`src/pkg/ccp_unit_map.vh`:
```
`ifndef CCP_UNIT_MAP_VH
`define CCP_UNIT_MAP_VH

// Register indices; the byte address on the bus is four times the index.
`define IDX_PORT_DATA 10'h006
`define IDX_FLAG 10'h00C
`define IDX_CC_LOW 10'h015
`define IDX_CC_HIGH 10'h016
`define IDX_CONTROL 10'h017
`define IDX_DIRECTION 10'h086
`define IDX_ENABLE 10'h08C

// Field positions.
`define CTRL_DUTY_HI 5
`define CTRL_DUTY_LO 4
`define CTRL_MODE_HI 3
`define CTRL_MODE_LO 0
`define CTRL_GROUP_HI 3
`define CTRL_GROUP_LO 2
`define FLAG_UNIT_BIT 2
`define FLAG_OVF_BIT 0
`define ENABLE_UNIT_BIT 2
`define PIN_BIT_LOC0 3'h0
`define PIN_BIT_LOC1 3'h3

// Reset values.
`define CONTROL_RESET 8'h00
`define DIRECTION_RESET 8'hFF
`define PORT_DATA_RESET 8'h00
`define CC_RESET 8'h00

// Mode codes of the four-bit mode field.
`define MODE_OFF 4'h0
`define MODE_CAP_FALL 4'h4
`define MODE_CAP_RISE 4'h5
`define MODE_CAP_4TH 4'h6
`define MODE_CAP_16TH 4'h7
`define MODE_CMP_SET 4'h8
`define MODE_CMP_CLR 4'h9
`define MODE_CMP_IRQ 4'hA
`define MODE_CMP_TRIG 4'hB
`define GROUP_CAPTURE 2'h1
`define GROUP_COMPARE 2'h2
`define GROUP_PWM 2'h3

// Edge selection taken from the two low mode bits in capture.
`define CAP_SEL_FALL 2'h0
`define CAP_SEL_RISE 2'h1
`define CAP_SEL_4TH 2'h2
`define CAP_SEL_16TH 2'h3
`define PRESCALE_4TH_LAST 2'h3
`define PRESCALE_16TH_LAST 4'hF

// Bus responses.
`define RESP_OKAY 2'h0
`define RESP_SLVERR 2'h2

`endif

```
`src/rtl/capture_edge_prescaler.v`:
```
`timescale 1ns/100ps
`include "ccp_unit_map.vh"

module capture_edge_prescaler (
  input wire clk_sys,
  input wire reset_n,
  input wire pinIn,
  input wire captureActive,
  input wire [1:0] edgeSelect,
  output wire captureEvent
);

  reg pinMeta_r;
  reg pinSync_r;
  reg pinPrev_r;
  reg [3:0] edgeCount_r;
  reg [3:0] edgeCount_nxt;
  reg eventHit;
  wire riseSeen;
  wire fallSeen;

  assign riseSeen = pinSync_r & ~pinPrev_r;
  assign fallSeen = ~pinSync_r & pinPrev_r;

  // The meta stage feeds only the sync stage, so one pin edge yields one detected edge.
  always @(posedge clk_sys or negedge reset_n) begin // see [RULE25]
    if (!reset_n) begin
      pinMeta_r <= 1'b0;
      pinSync_r <= 1'b0;
      pinPrev_r <= 1'b0;
      edgeCount_r <= 4'h0;
    end else begin
      pinMeta_r <= pinIn;
      pinSync_r <= pinMeta_r;
      pinPrev_r <= pinSync_r;
      edgeCount_r <= edgeCount_nxt;
    end
  end

  // A switch between prescale settings keeps the count, so the first capture may come early.
  always @* begin
    edgeCount_nxt = edgeCount_r;
    if (!captureActive) begin
      edgeCount_nxt = 4'h0; // see [RULE9]
    end else if (riseSeen) begin
      edgeCount_nxt = edgeCount_r + 4'h1; // see [RULE10]
    end
  end

  always @* begin
    eventHit = 1'b0;
    case (edgeSelect) // see [RULE2]
      `CAP_SEL_FALL: eventHit = fallSeen;
      `CAP_SEL_RISE: eventHit = riseSeen;
      `CAP_SEL_4TH: eventHit = riseSeen & (edgeCount_r[1:0] == `PRESCALE_4TH_LAST);
      `CAP_SEL_16TH: eventHit = riseSeen & (edgeCount_r == `PRESCALE_16TH_LAST);
      default: eventHit = 1'b0;
    endcase
  end

  assign captureEvent = captureActive & eventHit;

endmodule

```
`src/rtl/capture_compare_pwm_unit.v`:
```
// Contract
// [RULE1] Capture copies the full 16-bit first timer count into the capture word.
// [RULE2] Capture event: each falling, each rising, every 4th or 16th rising edge.
// [RULE3] Mode field: 0000 off, 01xx capture, 10xx compare variants, 11xx PWM.
// [RULE4] Every capture sets the unit flag at bit 2; software clears it.
// [RULE5] A new capture overwrites an unread older value without any overrun mark.
// [RULE6] With the pin driven as output, a port write changing it may capture.
// [RULE7] Software runs the first timer synchronously for capture or compare.
// [RULE8] Software masks the unit interrupt while changing mode, then clears the flag.
// [RULE9] Prescale counter clears whenever the unit is off or not capturing.
// [RULE10] Switching prescale settings directly keeps the counter and may raise the flag.
// [RULE11] Software writes zero to control, then the new mode, to change prescale.
// [RULE12] Compare matches word with first timer; drives pin high, low or unchanged.
// [RULE13] A compare match sets the flag in the same cycle the pin acts.
// [RULE14] Writing zero to control forces the compare output latch low.
// [RULE15] Interrupt-only compare leaves the pin alone and only raises the flag.
// [RULE16] Special trigger match resets the first timer and starts a conversion.
// [RULE17] The special-trigger timer reset never sets the overflow flag at bit 0.
// [RULE18] PWM mode produces up to 10-bit duty PWM on the output-enabled pin.
// [RULE19] Writing zero to control forces the PWM output latch low.
// [RULE20] PWM period is (period register + 1) times four ticks times prescale.
// [RULE21] At period end: clear second timer, set pin unless duty zero, latch duty.
// [RULE22] The second timer postscaler plays no part in the PWM period.
// [RULE23] Duty is low byte as eight upper bits and control bits 5:4 below.
// [RULE24] Pin clears when latched duty equals timer plus two phase bits.
// [RULE25] The pin is synchronised before edge detection; each edge counts once.
// [RULE26] In PWM mode the high byte is read-only; writes to it are dropped.
`timescale 1ns/100ps
`include "ccp_unit_map.vh"

module capture_compare_pwm_unit (
  input wire clk_sys,
  input wire reset_n,
  input wire [11:0] awaddr,
  input wire awvalid,
  output wire awready,
  input wire [31:0] wdata,
  input wire [3:0] wstrb,
  input wire wvalid,
  output wire wready,
  output wire [1:0] bresp,
  output wire bvalid,
  input wire bready,
  input wire [11:0] araddr,
  input wire arvalid,
  output wire arready,
  output wire [31:0] rdata,
  output wire [1:0] rresp,
  output wire rvalid,
  input wire rready,
  input wire [15:0] firstTimerCount,
  input wire firstTimerOverflow,
  input wire [7:0] secondTimerCount,
  input wire secondTimerTick,
  input wire [7:0] pwmPeriodRegister,
  input wire [1:0] quarterPhase,
  input wire converterEnable,
  input wire pinLocationSelect,
  input wire pinIn,
  output wire pinOut,
  output wire pinOutEnable_n,
  output wire firstTimerReset,
  output wire conversionStart,
  output wire secondTimerClear,
  output wire unitInterruptRequest
);

  reg [7:0] ccLow_r;
  reg [7:0] ccLow_nxt;
  reg [7:0] ccHigh_r;
  reg [7:0] ccHigh_nxt;
  reg [7:0] control_r;
  reg [7:0] direction_r;
  reg [7:0] portData_r;
  reg [1:0] dutyLsbLatch_r;
  reg unitFlag_r;
  reg overflowFlag_r;
  reg unitEnable_r;
  reg outLatch_r;
  reg outLatch_nxt;
  reg matchPrev_r;
  reg firstTimerReset_r;
  reg conversionStart_r;
  reg awHeld_r;
  reg wHeld_r;
  reg [9:0] awIndex_r;
  reg [7:0] wByte_r;
  reg wLane_r;
  reg bvalid_r;
  reg [1:0] bresp_r;
  reg rvalid_r;
  reg [1:0] rresp_r;
  reg [31:0] rdata_r;
  reg [7:0] readByte;
  reg readMapped;

  wire [3:0] mode;
  wire [1:0] modeGroup;
  wire captureMode;
  wire compareMode;
  wire pwmMode;
  wire captureEvent;
  wire compareMatch;
  wire matchEvent;
  wire specialTrigger;
  wire periodEnd;
  wire dutyMatch;
  wire [9:0] dutyWord;
  wire [9:0] shadowDuty;
  wire [2:0] pinBit;
  wire awTake;
  wire wTake;
  wire writeFire;
  wire [9:0] wrIndex;
  wire [7:0] wrByte;
  wire wrLane;
  wire wrMapped;
  wire wrEn;
  wire wrControl;
  wire wrFlag;
  wire arTake;

  function isMapped;
    input [9:0] index;
    begin
      isMapped = (index == `IDX_PORT_DATA) || (index == `IDX_FLAG) ||
                 (index == `IDX_CC_LOW) || (index == `IDX_CC_HIGH) ||
                 (index == `IDX_CONTROL) || (index == `IDX_DIRECTION) ||
                 (index == `IDX_ENABLE);
    end
  endfunction

  assign mode = control_r[`CTRL_MODE_HI:`CTRL_MODE_LO];
  assign modeGroup = control_r[`CTRL_GROUP_HI:`CTRL_GROUP_LO];
  assign captureMode = (modeGroup == `GROUP_CAPTURE); // see [RULE3]
  assign compareMode = (modeGroup == `GROUP_COMPARE);
  assign pwmMode = (modeGroup == `GROUP_PWM);

  // Write address and data are taken independently and held until both are here.
  assign awready = ~awHeld_r & ~bvalid_r;
  assign wready = ~wHeld_r & ~bvalid_r;
  assign awTake = awvalid & awready;
  assign wTake = wvalid & wready;
  assign writeFire = (awHeld_r | awTake) & (wHeld_r | wTake);
  assign wrIndex = awHeld_r ? awIndex_r : awaddr[11:2];
  assign wrByte = wHeld_r ? wByte_r : wdata[7:0];
  // Only byte lane 0 carries a register; a write without it is answered but changes nothing.
  assign wrLane = wHeld_r ? wLane_r : wstrb[0];
  assign wrMapped = isMapped(wrIndex);
  assign wrEn = writeFire & wrLane & wrMapped;
  assign wrControl = wrEn & (wrIndex == `IDX_CONTROL);
  assign wrFlag = wrEn & (wrIndex == `IDX_FLAG);
  assign bvalid = bvalid_r;
  assign bresp = bresp_r;

  assign arready = ~rvalid_r;
  assign arTake = arvalid & arready;
  assign rvalid = rvalid_r;
  assign rresp = rresp_r;
  assign rdata = rdata_r;

  // The pin is sampled whatever its direction, so a port write that moves a driven pin
  // comes back through pinIn and can capture like an outside edge.
  capture_edge_prescaler edgeUnit (
    .clk_sys(clk_sys),
    .reset_n(reset_n),
    .pinIn(pinIn), // see [RULE6]
    .captureActive(captureMode),
    .edgeSelect(mode[1:0]),
    .captureEvent(captureEvent)
  );

  // A match is an event only on its first cycle, since a prescaled timer sits on a value.
  assign compareMatch = compareMode & (firstTimerCount == {ccHigh_r, ccLow_r}); // see [RULE12]
  assign matchEvent = compareMatch & ~matchPrev_r;
  assign specialTrigger = matchEvent & (mode == `MODE_CMP_TRIG);

  // The tick is the prescaled increment of the second timer, never its postscaled output,
  // so the period is (period register + 1) ticks of four phases each.
  assign periodEnd = pwmMode & secondTimerTick & (secondTimerCount == pwmPeriodRegister); // see [RULE22]
  assign secondTimerClear = periodEnd; // see [RULE20]
  assign dutyWord = {ccLow_r, control_r[`CTRL_DUTY_HI:`CTRL_DUTY_LO]}; // see [RULE23]
  assign shadowDuty = {ccHigh_r, dutyLsbLatch_r};
  assign dutyMatch = pwmMode & ({secondTimerCount, quarterPhase} == shadowDuty); // see [RULE24]

  assign pinBit = pinLocationSelect ? `PIN_BIT_LOC1 : `PIN_BIT_LOC0;
  // The direction bit is the enable itself, so a 1 in it leaves the pin to the outside.
  assign pinOutEnable_n = direction_r[pinBit]; // see [RULE18]
  assign pinOut = (compareMode | pwmMode) ? outLatch_r : portData_r[pinBit];
  assign firstTimerReset = firstTimerReset_r;
  assign conversionStart = conversionStart_r;
  assign unitInterruptRequest = unitFlag_r & unitEnable_r;

  always @* begin
    ccLow_nxt = ccLow_r;
    if (captureEvent) begin
      ccLow_nxt = firstTimerCount[7:0]; // see [RULE1] [RULE5]
    end else if (wrEn && (wrIndex == `IDX_CC_LOW)) begin
      ccLow_nxt = wrByte;
    end
  end

  always @* begin
    ccHigh_nxt = ccHigh_r;
    if (captureEvent) begin
      ccHigh_nxt = firstTimerCount[15:8]; // see [RULE1] [RULE5]
    end else if (periodEnd) begin
      ccHigh_nxt = ccLow_r; // see [RULE21]
    end else if (wrEn && (wrIndex == `IDX_CC_HIGH) && !pwmMode) begin
      ccHigh_nxt = wrByte; // see [RULE26]
    end
  end

  // Period start wins over a duty match in the same cycle; a duty beyond the period never
  // matches, so the pin then stays high for the whole period.
  always @* begin
    outLatch_nxt = outLatch_r;
    if ((wrControl && (wrByte == 8'h00)) || (mode == `MODE_OFF)) begin
      outLatch_nxt = 1'b0; // see [RULE14] [RULE19]
    end else if (compareMode) begin
      if (matchEvent && (mode == `MODE_CMP_SET)) begin
        outLatch_nxt = 1'b1; // see [RULE12]
      end else if (matchEvent && (mode == `MODE_CMP_CLR)) begin
        outLatch_nxt = 1'b0; // see [RULE12]
      end
    end else if (pwmMode) begin
      if (periodEnd) begin
        outLatch_nxt = (dutyWord != 10'h000); // see [RULE21]
      end else if (dutyMatch) begin
        outLatch_nxt = 1'b0; // see [RULE24]
      end
    end
  end

  always @(posedge clk_sys or negedge reset_n) begin
    if (!reset_n) begin
      ccLow_r <= `CC_RESET;
      ccHigh_r <= `CC_RESET;
      control_r <= `CONTROL_RESET;
      direction_r <= `DIRECTION_RESET;
      portData_r <= `PORT_DATA_RESET;
      dutyLsbLatch_r <= 2'h0;
      unitFlag_r <= 1'b0;
      overflowFlag_r <= 1'b0;
      unitEnable_r <= 1'b0;
      outLatch_r <= 1'b0;
      matchPrev_r <= 1'b0;
      firstTimerReset_r <= 1'b0;
      conversionStart_r <= 1'b0;
    end else begin
      ccLow_r <= ccLow_nxt;
      ccHigh_r <= ccHigh_nxt;
      outLatch_r <= outLatch_nxt;
      matchPrev_r <= compareMatch;
      if (wrControl) begin
        control_r <= {2'h0, wrByte[5:0]};
      end
      if (wrEn && (wrIndex == `IDX_DIRECTION)) begin
        direction_r <= wrByte;
      end
      if (wrEn && (wrIndex == `IDX_PORT_DATA)) begin
        portData_r <= wrByte;
      end
      if (wrEn && (wrIndex == `IDX_ENABLE)) begin
        unitEnable_r <= wrByte[`ENABLE_UNIT_BIT];
      end
      if (periodEnd) begin
        dutyLsbLatch_r <= control_r[`CTRL_DUTY_HI:`CTRL_DUTY_LO]; // see [RULE21]
      end
      // A set arriving with a software clear wins, so no event is lost.
      unitFlag_r <= captureEvent | matchEvent |
                    (unitFlag_r & ~(wrFlag & wrByte[`FLAG_UNIT_BIT])); // see [RULE4] [RULE13] [RULE15]
      // Only the outside timer's own overflow sets this bit; the trigger's reset does not.
      overflowFlag_r <= firstTimerOverflow |
                        (overflowFlag_r & ~(wrFlag & wrByte[`FLAG_OVF_BIT])); // see [RULE17]
      firstTimerReset_r <= specialTrigger; // see [RULE16]
      conversionStart_r <= specialTrigger & converterEnable; // see [RULE16]
    end
  end

  // Reads have no side effect, so polling the capture word never loses or marks a value.
  always @* begin
    readByte = 8'h00;
    readMapped = 1'b1;
    case (araddr[11:2])
      `IDX_PORT_DATA: readByte = portData_r;
      `IDX_FLAG: begin
        readByte[`FLAG_UNIT_BIT] = unitFlag_r;
        readByte[`FLAG_OVF_BIT] = overflowFlag_r;
      end
      `IDX_CC_LOW: readByte = ccLow_r;
      `IDX_CC_HIGH: readByte = ccHigh_r;
      `IDX_CONTROL: readByte = {2'h0, control_r[5:0]};
      `IDX_DIRECTION: readByte = direction_r;
      `IDX_ENABLE: readByte[`ENABLE_UNIT_BIT] = unitEnable_r;
      default: readMapped = 1'b0;
    endcase
  end

  always @(posedge clk_sys or negedge reset_n) begin
    if (!reset_n) begin
      awHeld_r <= 1'b0;
      wHeld_r <= 1'b0;
      awIndex_r <= 10'h000;
      wByte_r <= 8'h00;
      wLane_r <= 1'b0;
      bvalid_r <= 1'b0;
      bresp_r <= `RESP_OKAY;
      rvalid_r <= 1'b0;
      rresp_r <= `RESP_OKAY;
      rdata_r <= 32'h00000000;
    end else begin
      if (writeFire) begin
        awHeld_r <= 1'b0;
        wHeld_r <= 1'b0;
        bvalid_r <= 1'b1;
        bresp_r <= wrMapped ? `RESP_OKAY : `RESP_SLVERR;
      end else begin
        if (awTake) begin
          awHeld_r <= 1'b1;
          awIndex_r <= awaddr[11:2];
        end
        if (wTake) begin
          wHeld_r <= 1'b1;
          wByte_r <= wdata[7:0];
          wLane_r <= wstrb[0];
        end
        if (bvalid_r && bready) begin
          bvalid_r <= 1'b0;
        end
      end
      if (arTake) begin
        rvalid_r <= 1'b1;
        rdata_r <= {24'h000000, readByte};
        rresp_r <= readMapped ? `RESP_OKAY : `RESP_SLVERR;
      end else if (rvalid_r && rready) begin
        rvalid_r <= 1'b0;
      end
    end
  end

endmodule

```
`config.mk`:
```
export PLATFORM = sky130hd
export DESIGN_NAME = capture_compare_pwm_unit
export DESIGN_NICKNAME = d
export VERILOG_FILES = /design/src/rtl/capture_edge_prescaler.v /design/src/rtl/capture_compare_pwm_unit.v
export VERILOG_INCLUDE_DIRS = /design/src /design/src/pkg
export SDC_FILE = /design/constraint.sdc
export NUM_CORES = 1
export LEC_CHECK = 0
export ABC_AREA = 1
export BUFFER_PORTS_ARGS = -buffer_cell sky130_fd_sc_hd__buf_2
export CORE_MARGIN = 4
export CORE_UTILIZATION = 55
export DETAILED_ROUTE_END_ITERATION = 10
export PLACE_DENSITY = 0.91
export SYNTH_ARGS = -nofsm -noshare
export SYNTH_HDL_FRONTEND = slang
export SYNTH_HIERARCHICAL = 1
export SYNTH_SLANG_ARGS = --single-unit
```
`constraint.sdc`:
```
create_clock -name clk_sys -period 4.8 [get_ports clk_sys]
set_input_delay 0.24 -clock clk_sys [delete_from_list [all_inputs] [get_ports clk_sys]]
set_output_delay 0.24 -clock clk_sys [all_outputs]
set_load 0.005 [all_outputs]
```
# ---- Word-level counts from Yosys, hierarchy flattened
# Index checks and enable logic that the tools add are counted.
dict set report word_totals {
  ff_bits 89
  output_inout_bits 47
  in_bits 106
}
dict set report op_classes {
  eq_ne 30
  reduce_logical 35
  order_cmp 1
  n_bitwise 43
  add_sub_neg 1
  muxes 39
}
# cell n
set ops {}
lappend ops {{$eq A10 B5 Y1 const B} 6}
lappend ops {{$mux W8} 6}
lappend ops {{$eq A10 B8 Y1 const B} 4}
lappend ops {{$and A1 B1 Y1} 27}
lappend ops {{$pmux W5 S5} 1}
lappend ops {{$eq A10 B3 Y1 const B} 2}
lappend ops {{$eq A10 B4 Y1 const B} 2}
lappend ops {{$mux W1} 20}
lappend ops {{$eq A16 B16 Y1} 1}
lappend ops {{$eq A4 B4 Y1 const B} 4}
lappend ops {{$logic_and A1 B1 Y1} 11}
lappend ops {{$eq A10 B10 Y1} 1}
lappend ops {{$eq A2 B2 Y1 const B} 5}
lappend ops {{$mux W10} 1}
lappend ops {{$not A1 Y1} 10}
lappend ops {{$reduce_bool A10 Y1} 1}
lappend ops {{$reduce_bool A2 Y1} 5}
lappend ops {{$eq A8 B8 Y1} 1}
lappend ops {{$logic_not A8 Y1} 1}
lappend ops {{$mux W4} 2}
lappend ops {{$logic_or A1 B1 Y1} 7}
lappend ops {{$pmux W1 S7} 1}
lappend ops {{$reduce_or A7 Y1} 1}
lappend ops {{$bmux W1 S3} 2}
lappend ops {{other kinds (17)} 27}

# ---- Logic depth before layout (Yosys ltp)
# Gate-level depths: netlist of run 1.
dict set report depth {
  word_depth 14
  depth_mapped 15
  ltp_nobuf 13
}

# ---- Hierarchy
# Netlist of run 1, hierarchy kept.
# mod instances area_per_inst_um2 cells_per_inst
set modules_own_cells {}
lappend modules_own_cells {capture_compare_pwm_unit 1 5273.8 742}
lappend modules_own_cells {capture_edge_prescaler 1 334.1 38}

# ---- Least setup slack after synthesis of run 1
# Ideal clock, no wire load.
dict set report synth_timing {
  path_type {register to register}
  start {reg control_r[2]}
  end {reg ccHigh_r[1]}
  setup_slack_ns 2.946
  period_less_slack_ns 1.854
  n_path_buf 2
  setup_ns 0.117
  stages_incl_launch_ff 12
  arrival_ns 1.737
  cell_sequence {dfrtp_1 inv_1 nor2_1 nand3_1 nor2_1 clkbuf_1 clkinv_1 clkbuf_1 nand3_1 nand2_1 nand2_1 nand2_1}
}
dict set report synth_via {
  elab_cells_between_ends 10
  cone_classes {eq/ne: 2; mux: 2; bitwise: 3; reduce/logical: 3}
}
# item line_no
set synth_lines {}
lappend synth_lines {{from (decl)} capture_compare_pwm_unit.v:72} ;# reg [7:0] control_r;
lappend synth_lines {{from (signal assigned)} capture_compare_pwm_unit.v:239} ;# control_r <= `CONTROL_RESET;
lappend synth_lines {{from (signal assigned)} capture_compare_pwm_unit.v:256} ;# control_r <= {2'h0, wrByte[5:0]};
lappend synth_lines {{$eq A2 B1 Y1 (no line) (*)} --}
lappend synth_lines {{named net captureMode} capture_compare_pwm_unit.v:99} ;# wire captureMode;
lappend synth_lines {{$and A1 B1 Y1 (*)} capture_edge_prescaler.v:61} ;# assign captureEvent = captureActive & eventHit;
lappend synth_lines {{named net captureEvent} capture_compare_pwm_unit.v:102} ;# wire captureEvent;
lappend synth_lines {{$reduce_bool A3 Y1 (no line) / $mux W8 (equally long branches)} --}
lappend synth_lines {{to (signal assigned)} capture_compare_pwm_unit.v:238} ;# ccHigh_r <= `CC_RESET;
lappend synth_lines {{to (signal assigned)} capture_compare_pwm_unit.v:252} ;# ccHigh_r <= ccHigh_nxt;
lappend synth_lines {{to (decl)} capture_compare_pwm_unit.v:70} ;# reg [7:0] ccHigh_r;
# The timed path passes the listed nets; every way through them passes the cells marked *.
# A chain may end at the register's enable or synchronous reset.

# ---- Final worst setup path of run 1
dict set report layout_timing {
  start {reg control_r[3]}
  end {reg ccHigh_r[2]}
}
dict set report layout_via {
  elab_chain_len 5
  elab_cells_between_ends 10
  cone_classes {eq/ne: 2; mux: 2; bitwise: 3; reduce/logical: 3}
}
# item line_no
set layout_rtl {}
lappend layout_rtl {{$eq A2 B2 Y1 (no line)} --}
lappend layout_rtl {{$and A1 B1 Y1 (2 in a row)} capture_compare_pwm_unit.v:180} ;# assign periodEnd = pwmMode & secondTimerTick & (secondTimerCount == pwmPeriodRegister);
lappend layout_rtl {{$mux W8} capture_compare_pwm_unit.v:207} ;# end else if (periodEnd) begin
lappend layout_rtl {{$mux W8} capture_compare_pwm_unit.v:205} ;# if (captureEvent) begin
# Parallel ways exist; a longest one is shown, timed or not.

==> reports/summary.txt, run 1 <==
Combinational share of power = 30.2%
Final setup fails = 0
Layout cells sized above 1 = 20.7%
GPL Wtd Cong = 0.955
Cell Area, Synth = 0.00561 mm2
Synth Area in Adders = 0.223%
Wire length per cell = 13.8 um
Share of power burned in registers = 43.4%
Placement Setup Slack = 2.37 ns
Worst-path clk slew = 0.09 ns
# diodes = 0
Synth warn = 6
Chip height = 109 um
Hpwl dp = 10,600 um
FILL cells = 885
Overall Power = 2.15 mW
Full die area = 0.0119 mm2
Syn Area/Cell = 7.19 um2
I/O pins = 153
Main synth FF type = dfrtp_1
Initial core utilization = 56.8%
Pin count of the biggest net entering global routing = 57
1st-iter DRT viols = 477
Power density over the cells = 342 mW/mm2
CP peak stage delay = 0.55 ns
Status = finished clean
Number of synthesized flops with an enable pin = 0
Synth Area in XOR/XNOR = 2.66%
Port Buffers = 95
Leakage = 3.27 nW
Post-Synth Simple-Gate Area = 35.7%
Worst Setup Path Type = reg -> reg
CTS Sinks = 87
Number of synthesized register bits = 87
Dominant cell type by area after synthesis = dfrtp_1
Final non-filler cell total = 1,011
H-tree levels = 3
Max FO, Critical Path = 14
First-pass GRT wire length = 22,200 um
# Post-CTS Setup Buffers = 0
Peak VDD IR = 359 uV
Fmax achieved = 0.400 GHz
Setup slack, reg-to-reg = 2.30 ns
Top Metal Used = met4
Via density = 5.24
Placed insts = 993
Min cycle time layout = 2.50 ns
Vias in the first global route = 4,778
GRT Total Usage = 23.8%
Final hold viol count = 0
Hold Path Class = in -> reg
Cell mode on critical path = nand2_1
Clock latency on the worst-skew pair = 0.36 ns
Grt total ovfl = 0
DRC = 0
Synth Area in Compound Gates = 10.1%
Max-cap viol count = 0
Setup Skew = 0.0122 ns
Vias = 5,298
WP data required = 5.05 ns
Final net count = 980
Most numerous cell in the Yosys netlist = nand2_1
WL met2 = 6360 um
RSZ-0062 raised after global routing = no
Actual slew at the worst max-slew pin = 1.20 ns
FP Rows = 36
Met1 WL = 5990 um
Async set-or-reset flop fraction in the synthesized netlist = 100%
Arr. time, crit path = 2.75 ns
Mux cell area share after synthesis = 0.803%
1st-pass router iterations = 6
Detail Route Antenna Nets = 0
Clock Tree Root = clkbuf_8
DRT Wirelength = 13,900 um
Switch Pwr = 0.794 mW
CTS tree = yes
CTS Buffer Depth = 2
Initial antenna violation count = 0
Post-synth top cells = nand2_1, inv_1, dfrtp_1
Final worst-path cycle share = 52.1%
Met3 Wirelength = 1250 um
Core Footprint = 0.00986 mm2
Area contributors post-synth = dfrtp_1, nand2_1, inv_1, nand3_1, o21ai_0
Sw frac = 36.9%
Layout area overhead = 12.4%
Post-Route Utilization = 63.9%
CP max-delay cell = nor2_1
CP Launch Type = flip-flop
Seq/Total Area, Yosys = 39.0%
Crit end category = flip-flop
Setup_tns = 0 ns
Crit-path cells = nand2_1 > inv_1 > nand4_1 > nor2_1 > nand2_1 > inv_1 > nor2_1 > nand2_2 > nand2_1 > nand2_1
Fin worst setup slack = 2.30 ns
TritonCTS Buffers = 9
Yosys top cell area share = 35.3%
Count of cell types in the netlist = 48
Headroom to the max-slew limit = 19.2%
Die width = 109 um
Internal power = 1.36 mW
Largest family of logic cells by synthesized area = simple AND/OR/NAND/NOR gates
Clk network pwr share = 26.4%
Max-slew violations = 0
Post-Synthesis Cells = 780
==> worst max-delay path: cells and delay by family, from the launching register on <==
| family | cells | cell delay [ns] |
|---|---|---|
| buffers and inverters | 2 | 0.39 |
| DFF | 1 | 0.44 |
| and+or+nand+nor | 8 | 1.57 |
==> area by class of cell <==
type | count | area, um2 | area share, %
Sequential cell | 87 | 2190 | 34.7
Tap cell | 133 | 166 | 2.64
Clock inverter | 7 | 97.6 | 1.55
Multi-Input combinational cell | 586 | 2870 | 45.6
Timing Repair Buffer | 99 | 513 | 8.14
Inverter | 90 | 343 | 5.44
Clock buffer | 9 | 124 | 1.96
==> per-layer routing <==
layer	vias up	GRT usage, %
met5	-	0
met4	0	7.21
met3	26	4.97
met2	256	38.7
met1	2387	32.1
li1	2629	-
==> repair_timing <==
item	in CTS	in global routing
hold endpoints to repair	30	0
hold buffers	2	0
resized for setup	0	0
endpoints found under the setup margin	0	0
==> logic make-up (layout without fill, tap and decap cells) <==
| family | count (synthesis) | in the layout |
|---|---|---|
| adder cells (fa/ha/maj) | 1 | 1 |
| buffers and inverters | 132 | 205 |
| XOR/XNOR | 17 | 17 |
| other | 1 | 26 |
| AND/OR/NAND/NOR | 442 | 442 |
| multiplexers | 4 | 4 |
| AO/OA/AOI/OAI | 96 | 96 |
| flip-flops | 87 | 87 |
==> power groups by stage <==
stage | clock network (mW) | logic, mW | registers, mW
after detailed placement | 0 | 0.645 | 0.947
after floorplan | 0 | 0.505 | 0.915
final | 0.569 | 0.650 | 0.935
after global placement | 0 | 0.626 | 0.943
after global routing | 0.601 | 0.744 | 0.952
after CTS | 0.568 | 0.649 | 0.934
==> per-stage QoR <==
step	cell area (um2)	hold WS [ns]
after floorplan	5700	-0.0556
after global placement	6060	0.198
after detailed placement	6060	0.203
after CTS	6300	0.0499
after global routing	6300	0.0708
final	6300	0.0552
==> worst paths after layout <==
check,startpoint,to,cells after the start
hold reg to reg,edgeUnit/pinMeta_r,edgeUnit/pinSync_r,0
setup / recovery,control_r[3],ccHigh_r[2],10
setup reg to reg,control_r[3],ccHigh_r[2],10
max in group asynchronous,reset_n,matchPrev_r,3
min in group asynchronous,reset_n,awIndex_r[4],2
hold / removal,bready,bvalid,2
==> placed cells by master, fill, tap and decap left out, drive strengths merged, types with 6 or more instances in the layout <==
cell type and n:
buf 97, dfstp 8, nor2 62, conb 26, nand4 15, o21ai 76, or2 9, clkbuf 9
xor2 6, a21oi 6, nor3 10, dfrtp 79, xnor2 11, nand2 277, inv 89, nand3 61
==> sequential cells by signal, summed over array words and instances, names as in the netlist, 2 cells and up <==
signal                count
awIndex_r                10
ccHigh_r                  8
ccLow_r                   8
direction_r               8
portData_r                8
rdata                     8
wByte_r                   8
control_r                 6
edgeUnit/edgeCount_r      4
dutyLsbLatch_r            2
Note: power is estimated with default switching activity, not from simulation.
==> run 2, diff against run 1 <==
- ABC_AREA: 1 -> 0
- CORE_UTILIZATION: 55 -> 47
- PLACE_DENSITY: 0.91 -> 0.85
- clock period: 4.8 -> 2.3 ns (I/O delays scaled with it)
==> run 2 against run 1 <==
  * The run now ends with negative setup slack left
  * Area after synthesis fell by 11%
  * Sequential cell count did not move
  * Core utilization fell by 3.2 points
  * Combinational power rose by 140%
  * Final cell count fell by 25%
  * Worst setup slack got worse by 2.3 ns
  * Global-route usage fell by 1.2 points
  * Non-clock buffer count rose by 48
  * Critical path type unchanged
  * Critical endpoint unchanged
==> reports/summary.txt, run 2 <==
Status = finished with violations
Failing checks = negative setup slack
DRT Wirelength = 14,400 um (+3.6%)
Max FO, Critical Path = 8 (-6)
CTS tree = yes
CP peak stage delay = 0.55 ns (about the same)
Commonest non-fill, non-tap cell in the layout = buf_2
Crit end category = flip-flop
CP Launch Type = flip-flop
Number of synthesized register bits = 87 (unchanged)
Min cycle time layout = 2.31 ns (-0.197 ns)
Post-Route Utilization = 60.7% (-3.2 points)
Post-Synthesis Cells = 473 (-39%)
Pin count of the biggest net entering global routing = 36 (-37%)
First-pass GRT wire length = 22,500 um (+1.2%)
Layout area overhead = 25.7%
Final worst-path cycle share = 100% (+48 points)
Most frequent cells in the layout = buf_2, dfrtp_1, mux2_2
Fin worst setup slack = -0.00509 ns (-2.30 ns)
Syn Area/Cell = 10.6 um2 (+47%)
Crit-path cells = mux2_4 > a2111oi_4 > buf_4 > nand2_4 > or4_4 > o221a_1
Placement Setup Slack = -0.207 ns (-2.57 ns)
Initial core utilization = 48.3% (-8.5 points)
Clock latency on the worst-skew pair = 0.36 ns (about the same)
Most numerous cell in the Yosys netlist = dfrtp_1
Final setup fails = 1 (+1)
Grt total ovfl = 0 (unchanged)
Main synth FF type = dfrtp_1
Cell Area, Synth = 0.00501 mm2 (-11%)
Final net count = 723 (-26%)
Worst hold-check slack = 0.0198 ns (-0.0354 ns)
Wire length per cell = 19.0 um (+38%)
Peak VDD IR = 612 uV (+70%)
CTS Buffer Depth = 2 (unchanged)
CTS Sinks = 87 (unchanged)
Count of cell types in the netlist = 61 (+27%)
Chip height = 111 um (+2.1%)
Fmax achieved = 0.434 GHz (+8.6%)
Number of synthesized flops with an enable pin = 0 (unchanged)
Max FFs per register = 10 (unchanged)
1st-iter DRT viols = 413 (-13%)
Hold Path Class = in -> reg
Setup_tns = -0.00509 ns (-0.00509 ns)
CP max-delay cell = or4_4
Vias in the first global route = 4,450 (-6.9%)
Worst Setup Path Type = reg -> reg
Synth warn = 6 (unchanged)
Leakage = 2.82 nW (-14%)
Setup Skew = 0.0131 ns (+0.000900 ns)
Layout cells sized above 1 = 38.2% (+17 points)
FP Rows = 37 (+2.8%)
Arr. time, crit path = 2.55 ns (-0.20 ns)
Die width = 111 um (+2.1%)
Max-slew violations = 0 (unchanged)
Yosys top cell area share = 39.5% (+4.2 points)
GPL Wtd Cong = 0.932 (-2.5%)
Reg with most FFs = awIndex_r
FILL cells = 844 (-4.6%)
Detail Route Antenna Nets = 0 (unchanged)
Vias = 4,330 (-18%)
Clock Tree Root = clkbuf_8
1st-pass router iterations = 6 (unchanged)
WP data required = 2.55 ns (-2.50 ns)
Port Buffers = 95 (unchanged)
I/O pins = 153 (unchanged)
Initial antenna violation count = 2 (+2)
RSZ-0062 raised after global routing = yes
TritonCTS Buffers = 9 (unchanged)
Core Footprint = 0.0104 mm2 (+5.1%)
Dominant cell type by area after synthesis = dfrtp_1
Seq/Total Area, Yosys = 43.7% (+4.7 points)
Post-synth top cells = dfrtp_1, mux2_2, nand2_1
Overall Power = 4.89 mW (+130%)
Async set-or-reset flop fraction in the synthesized netlist = 100% (unchanged)
Worst-path clk slew = 0.08 ns (about the same)
H-tree levels = 3 (unchanged)
DRC = 0 (unchanged)
Actual slew at the worst max-slew pin = 0.763 ns (-0.437 ns)
Area contributors post-synth = dfrtp_1, mux2_2, dfstp_2, xnor2_1, buf_4
Via density = 5.71 (+9.0%)
Max-cap viol count = 0 (unchanged)
Final hold viol count = 0 (unchanged)
Power density over the cells = 776 mW/mm2 (+130%)
Hpwl dp = 10,800 um (+1.9%)
Headroom to the max-slew limit = 48.5% (+29 points)
GRT Total Usage = 22.6% (-1.2 points)
Full die area = 0.0124 mm2 (+4.2%)
run 2: metal layers:
layer | track usage (%) | vias to the layer above | wire (um)
met5 | 0 | - | 13
met3 | 4.86 | 39 | 1260
met1 | 29.0 | 2066 | 5720
met4 | 7.62 | 2 | 352
li1 | - | 1986 | -
met2 | 37.8 | 237 | 7080
run 2: repair_timing:
item,4_1_cts,5_1_grt
pin swaps,0,6
hold buffers,12,0
hold endpoints to repair,39,0
endpoints found under the setup margin,25,27
gates resized for setup,3,23
setup buffers,0,3
run 2: path summary, 6_finish.rpt:
kind | startpoint | to | slack, ns | cells past startpoint
setup / recovery | awHeld_r | ccHigh_r[2] | -0.005 | 6
hold / removal | wdata[4] | wByte_r[4] | 0.02 | 2
setup reg to reg | awHeld_r | ccHigh_r[2] | -0.005 | 6
hold reg to reg | edgeUnit/pinMeta_r | edgeUnit/pinSync_r | 0.36 | 0
max in group asynchronous | reset_n | awHeld_r | 1.37 | 3
min in group asynchronous | reset_n | portData_r[6] | 0.26 | 2
run 2: power breakdown:
part	total (mW)	internal, mW	switching (mW)
Sequential	2.18	1.85	0.331
Clock	1.12	0.564	0.555
Combinational	1.59	0.805	0.785
Total	4.89	3.22	1.67
run 2: worst max-delay path, delay by kind of cell (launching register included):
| kind | cells | cell delay, ns |
|---|---|---|
| flops | 1 | 0.47 |
| compound gates | 2 | 0.59 |
| buf+inv | 1 | 0.20 |
| simple gates | 2 | 0.60 |
| mux | 1 | 0.34 |
run 2: cells by family (layout without fill, tap and decap cells):
kind of cell | Yosys count | in the layout | share of synthesized area, %
simple gates | 143 | 143 | 15.8
fa+ha+maj | 1 | 1 | 0.250
buf+inv | 52 | 175 | 5.97
mux | 75 | 75 | 16.5
flops | 87 | 87 | 43.7
compound gates | 77 | 77 | 11.4
other cells | 1 | 27 | 0.0749
xor+xnor | 37 | 37 | 6.47
run 2: area by class of cell:
type	count	area (um2)	area share, %
clock buffer	12	155	2.46
multi-input combinational	359	2740	43.6
clock inverter	4	53.8	0.854
timing repair buffer	147	940	14.9
sequential	87	2190	34.8
antenna	1	2.50	0.0397
inverter	12	45.0	0.715
tap	136	170	2.70
run 2: per-stage QoR:
stage               instances  area [um2]
CTS                       754        6160
floorplan                 498        5100
finish                    758        6300
detailed placement        726        5820
global route              758        6300
global placement          726        5820
==> run 3, diff against run 2 <==
- CORE_UTILIZATION: 47 -> 24
- PLACE_DENSITY: 0.85 -> 0.54
- SYNTH_HIERARCHICAL: 1 -> unset
==> run 3 against run 2 <==
  * The run now ends clean
  * Worst hold slack got worse by 0.0097 ns
  * Global-route usage down 10 points
  * Worst setup slack better by 0.14 ns
  * Sequential cell count stayed put
  * Die area is 86% higher
  * Final area down 0.64%
  * Area after synthesis decreased by 1.2%
  * Via count fell by 5.8%
  * Register-to-register slack improved by 0.14 ns
  * Critical endpoint is now ccHigh_r[7]
  * Largest cell class unchanged
  * Highest routed layer unchanged
==> reports/summary.txt, run 3 <==
Max-cap viol count = 0 (unchanged)
TritonCTS Buffers = 9 (unchanged)
Hold Path Class = in -> reg
Sw frac = 31.3% (-2.9 points)
Setup_tns = 0 ns (+0.00509 ns)
Hpwl dp = 11,100 um (+2.5%)
Main synth FF type = dfrtp_1
Actual slew at the worst max-slew pin = 0.682 ns (-0.0812 ns)
Share of power burned in registers = 39.8% (-4.8 points)
Commonest non-fill, non-tap cell in the layout = buf_2
Area of the multi-input gates = 0.00256 mm2 (-6.8%)
Max FFs per register = 10 (unchanged)
Final worst-path cycle share = 93.9% (-6.3 points)
Most numerous cell in the Yosys netlist = dfrtp_1
Peak VDD IR = 463 uV (-24%)
Vias in the first global route = 3,899 (-12%)
Cell mode on critical path = buf_4
Final hold viol count = 0 (unchanged)
1st-pass router iterations = 5 (-1)
Die width = 152 um (+36%)
Syn Area/Cell = 9.84 um2 (-7.1%)
# diodes = 0 (-1)
GPL Wtd Cong = 0.825 (-11%)
Arr. time, crit path = 2.38 ns (-0.17 ns)
Async set-or-reset flop fraction in the synthesized netlist = 100% (unchanged)
Internal power = 3.47 mW (+7.9%)
Port Buffers = 95 (unchanged)
FILL cells = 2,118 (+150%)
Final non-filler cell total = 904 (+19%)
Initial core utilization = 24.4% (-24 points)
Power density over the cells = 808 mW/mm2 (+4.1%)
Most frequent cells in the layout = buf_2, dfrtp_1, nand2_1
Max-slew violations = 0 (unchanged)
Layout area overhead = 26.5%
FP Rows = 52 (+41%)
Number of synthesized flops with an enable pin = 0 (unchanged)
Yosys top cell area share = 40.0% (+0.50 points)
Crit-path leading delay family = buffers and inverters
Fmax achieved = 0.463 GHz (+6.7%)
Min cycle time layout = 2.16 ns (-0.145 ns)
Met1 WL = 6400 um (+12%)
Full die area = 0.0230 mm2 (+86%)
Max FO, Critical Path = 14 (+6)
CP max-delay cell = dfrtp_2
Dominant cell type by area after synthesis = dfrtp_1
# Post-CTS Setup Buffers = 0 (unchanged)
Cell Area, Synth = 0.00495 mm2 (-1.2%)
Status = finished clean
Worst Setup Path Type = reg -> reg
WP data required = 2.52 ns (-0.03 ns)
Flip-flop and latch area = 0.00219 mm2 (unchanged)
Vias = 4,078 (-5.8%)
Worst-path clk slew = 0.07 ns (about the same)
RSZ-0062 raised after global routing = no
Placed insts = 881 (+21%)
Clock latency on the worst-skew pair = 0.36 ns (about the same)
DRT Wirelength = 14,400 um (about the same)
I/O pins = 153 (unchanged)
DRC = 0 (unchanged)
CTS Sinks = 87 (unchanged)
Synth warn = 0 (-6)
CP Launch Type = flip-flop
Met3 Wirelength = 677 um (-46%)
CTS tree = yes
Crit-path cells = buf_6 > mux2i_1 > o211ai_1 > nor4_1 > buf_4 > nor3_2 > buf_4 > a22oi_1 > o21ai_0
Headroom to the max-slew limit = 53.3% (+4.8 points)
Final net count = 736 (+1.8%)
1st-iter DRT viols = 240 (-42%)
Post-synth top cells = dfrtp_1, nand2_1, o21ai_0
H-tree levels = 3 (unchanged)
Initial antenna violation count = 1 (-1)
First-pass GRT wire length = 21,600 um (-4.1%)
Wire length per cell = 16.0 um (-16%)
Grt total ovfl = 0 (unchanged)
WL met2 = 7060 um (-0.28%)
Core Footprint = 0.0202 mm2 (+95%)
Area contributors post-synth = dfrtp_1, mux2_2, o21ai_0, xor2_1, nand2_1
Buf/Inv on CP = 3 (+2)
Seq/Total Area, Yosys = 44.2% (+0.55 points)
Crit end category = flip-flop
Switch Pwr = 1.58 mW (-5.2%)
Layout cells sized above 1 = 31.4% (-6.8 points)
Number of synthesized register bits = 87 (unchanged)
Combinational share of power = 27.6% (-4.9 points)
CTS Buffer Depth = 2 (unchanged)
Via density = 4.51 (-21%)
Post-Synthesis Cells = 503 (+6.3%)
Detail Route Antenna Nets = 0 (unchanged)
GRT Total Usage = 12.5% (-10 points)
Setup Skew = 0.0108 ns (-0.00230 ns)
Clk network pwr share = 32.6% (+9.7 points)
Clock Tree Root = clkbuf_16
Chip height = 152 um (+36%)
Leakage = 2.87 nW (+2.0%)
Pin count of the biggest net entering global routing = 47 (+31%)
Count of cell types in the netlist = 58 (-4.9%)
Final setup fails = 0 (-1)
Top Metal Used = met5
CP peak stage delay = 0.43 ns (-0.12 ns)
Reg with most FFs = awIndex_r
Overall Power = 5.06 mW (+3.4%)
## run 3: cell types whose count changed in the layout (fill, tap and decap cells not counted), sizes merged, moves of 7 or more
cell	before	now
xnor2	24	9
a22oi	3	14
o221a	8	0
o21ai	24	60
nand2	44	60
xor2	13	28
mux2	59	32
a21oi	4	13
a31oi	8	0
inv	12	5
## run 3: per-layer routing
metal / vias to the layer above / global-route usage [%]
li1: 2025 / -
met1: 1939 / 16.2
met2: 92 / 20.4
met3: 20 / 3.06
met4: 2 / 4.36
met5: - / 0
## run 3: final timing paths
path | start | to | slack (ns) | depth (start not counted)
max | awHeld_r | ccHigh_r[7] | 0.14 | 9
min | awaddr[8] | awIndex_r[6] | 0.01 | 2
max reg2reg | awHeld_r | ccHigh_r[7] | 0.14 | 9
min reg2reg | edgeUnit.pinMeta_r | edgeUnit.pinSync_r | 0.35 | 0
max in group asynchronous | reset_n | control_r[3] | 1.51 | 3
min in group asynchronous | reset_n | bvalid | 0.18 | 2
## run 3: metrics by stage
stage                     hold WS (ns)  cell area, um2  setup WS [ns]  util, %
after floorplan                 -0.181            5040          0.211        -
after global placement          0.0183            5840          0.181     28.9
after detailed placement        0.0151            5840          0.125     28.9
after CTS                      0.00105            6240         0.0678     30.8
after global routing            0.0154            6260       0.000796     30.9
final                           0.0100            6260          0.140     30.9
## run 3: final cells by class
class,count,area share [%]
Inverter,3,0.180
Sequential cell,87,35.0
Clock inverter,6,1.44
Clock buffer,10,3.82
Multi-Input combinational cell,390,40.9
Timing Repair Buffer,138,13.3
Tap cell,270,5.40
## run 3: worst reg2reg max path, stage by stage (launching register included)
cell      delay (ns)
dfrtp_2         0.43
buf_6           0.19
mux2i_1         0.27
o211ai_1        0.22
nor4_1          0.32
buf_4           0.17
nor3_2          0.03
buf_4           0.17
a22oi_1         0.12
o21ai_0         0.11
## run 3: timing repair
| item | in CTS | in global routing |
|---|---|---|
| hold buffers | 7 | 0 |
| gates resized for setup | 0 | 4 |
| hold endpoints to repair | 62 | 0 |
| setup endpoints to repair | 0 | 9 |
## run 3: power groups by stage
stage / combinational, mW / clock (mW) / sequential, mW
after global placement: 1.37 / 0 / 2.03
after global routing: 1.54 / 1.75 / 2.04
final: 1.40 / 1.65 / 2.01
after CTS: 1.40 / 1.69 / 2.01
after floorplan: 0.905 / 0 / 1.97
after detailed placement: 1.38 / 0 / 2.04
## run 3: logic make-up after synthesis
family	count (synthesis)	share of synthesized area (%)
multiplexers	48	10.5
buffers and inverters	51	6.25
other	1	0.0758
flip-flops	87	44.2
AND/OR/NAND/NOR	158	17.2
XOR/XNOR	37	6.55
AO/OA/AOI/OAI	120	14.9
adder cells (fa/ha/maj)	1	0.253
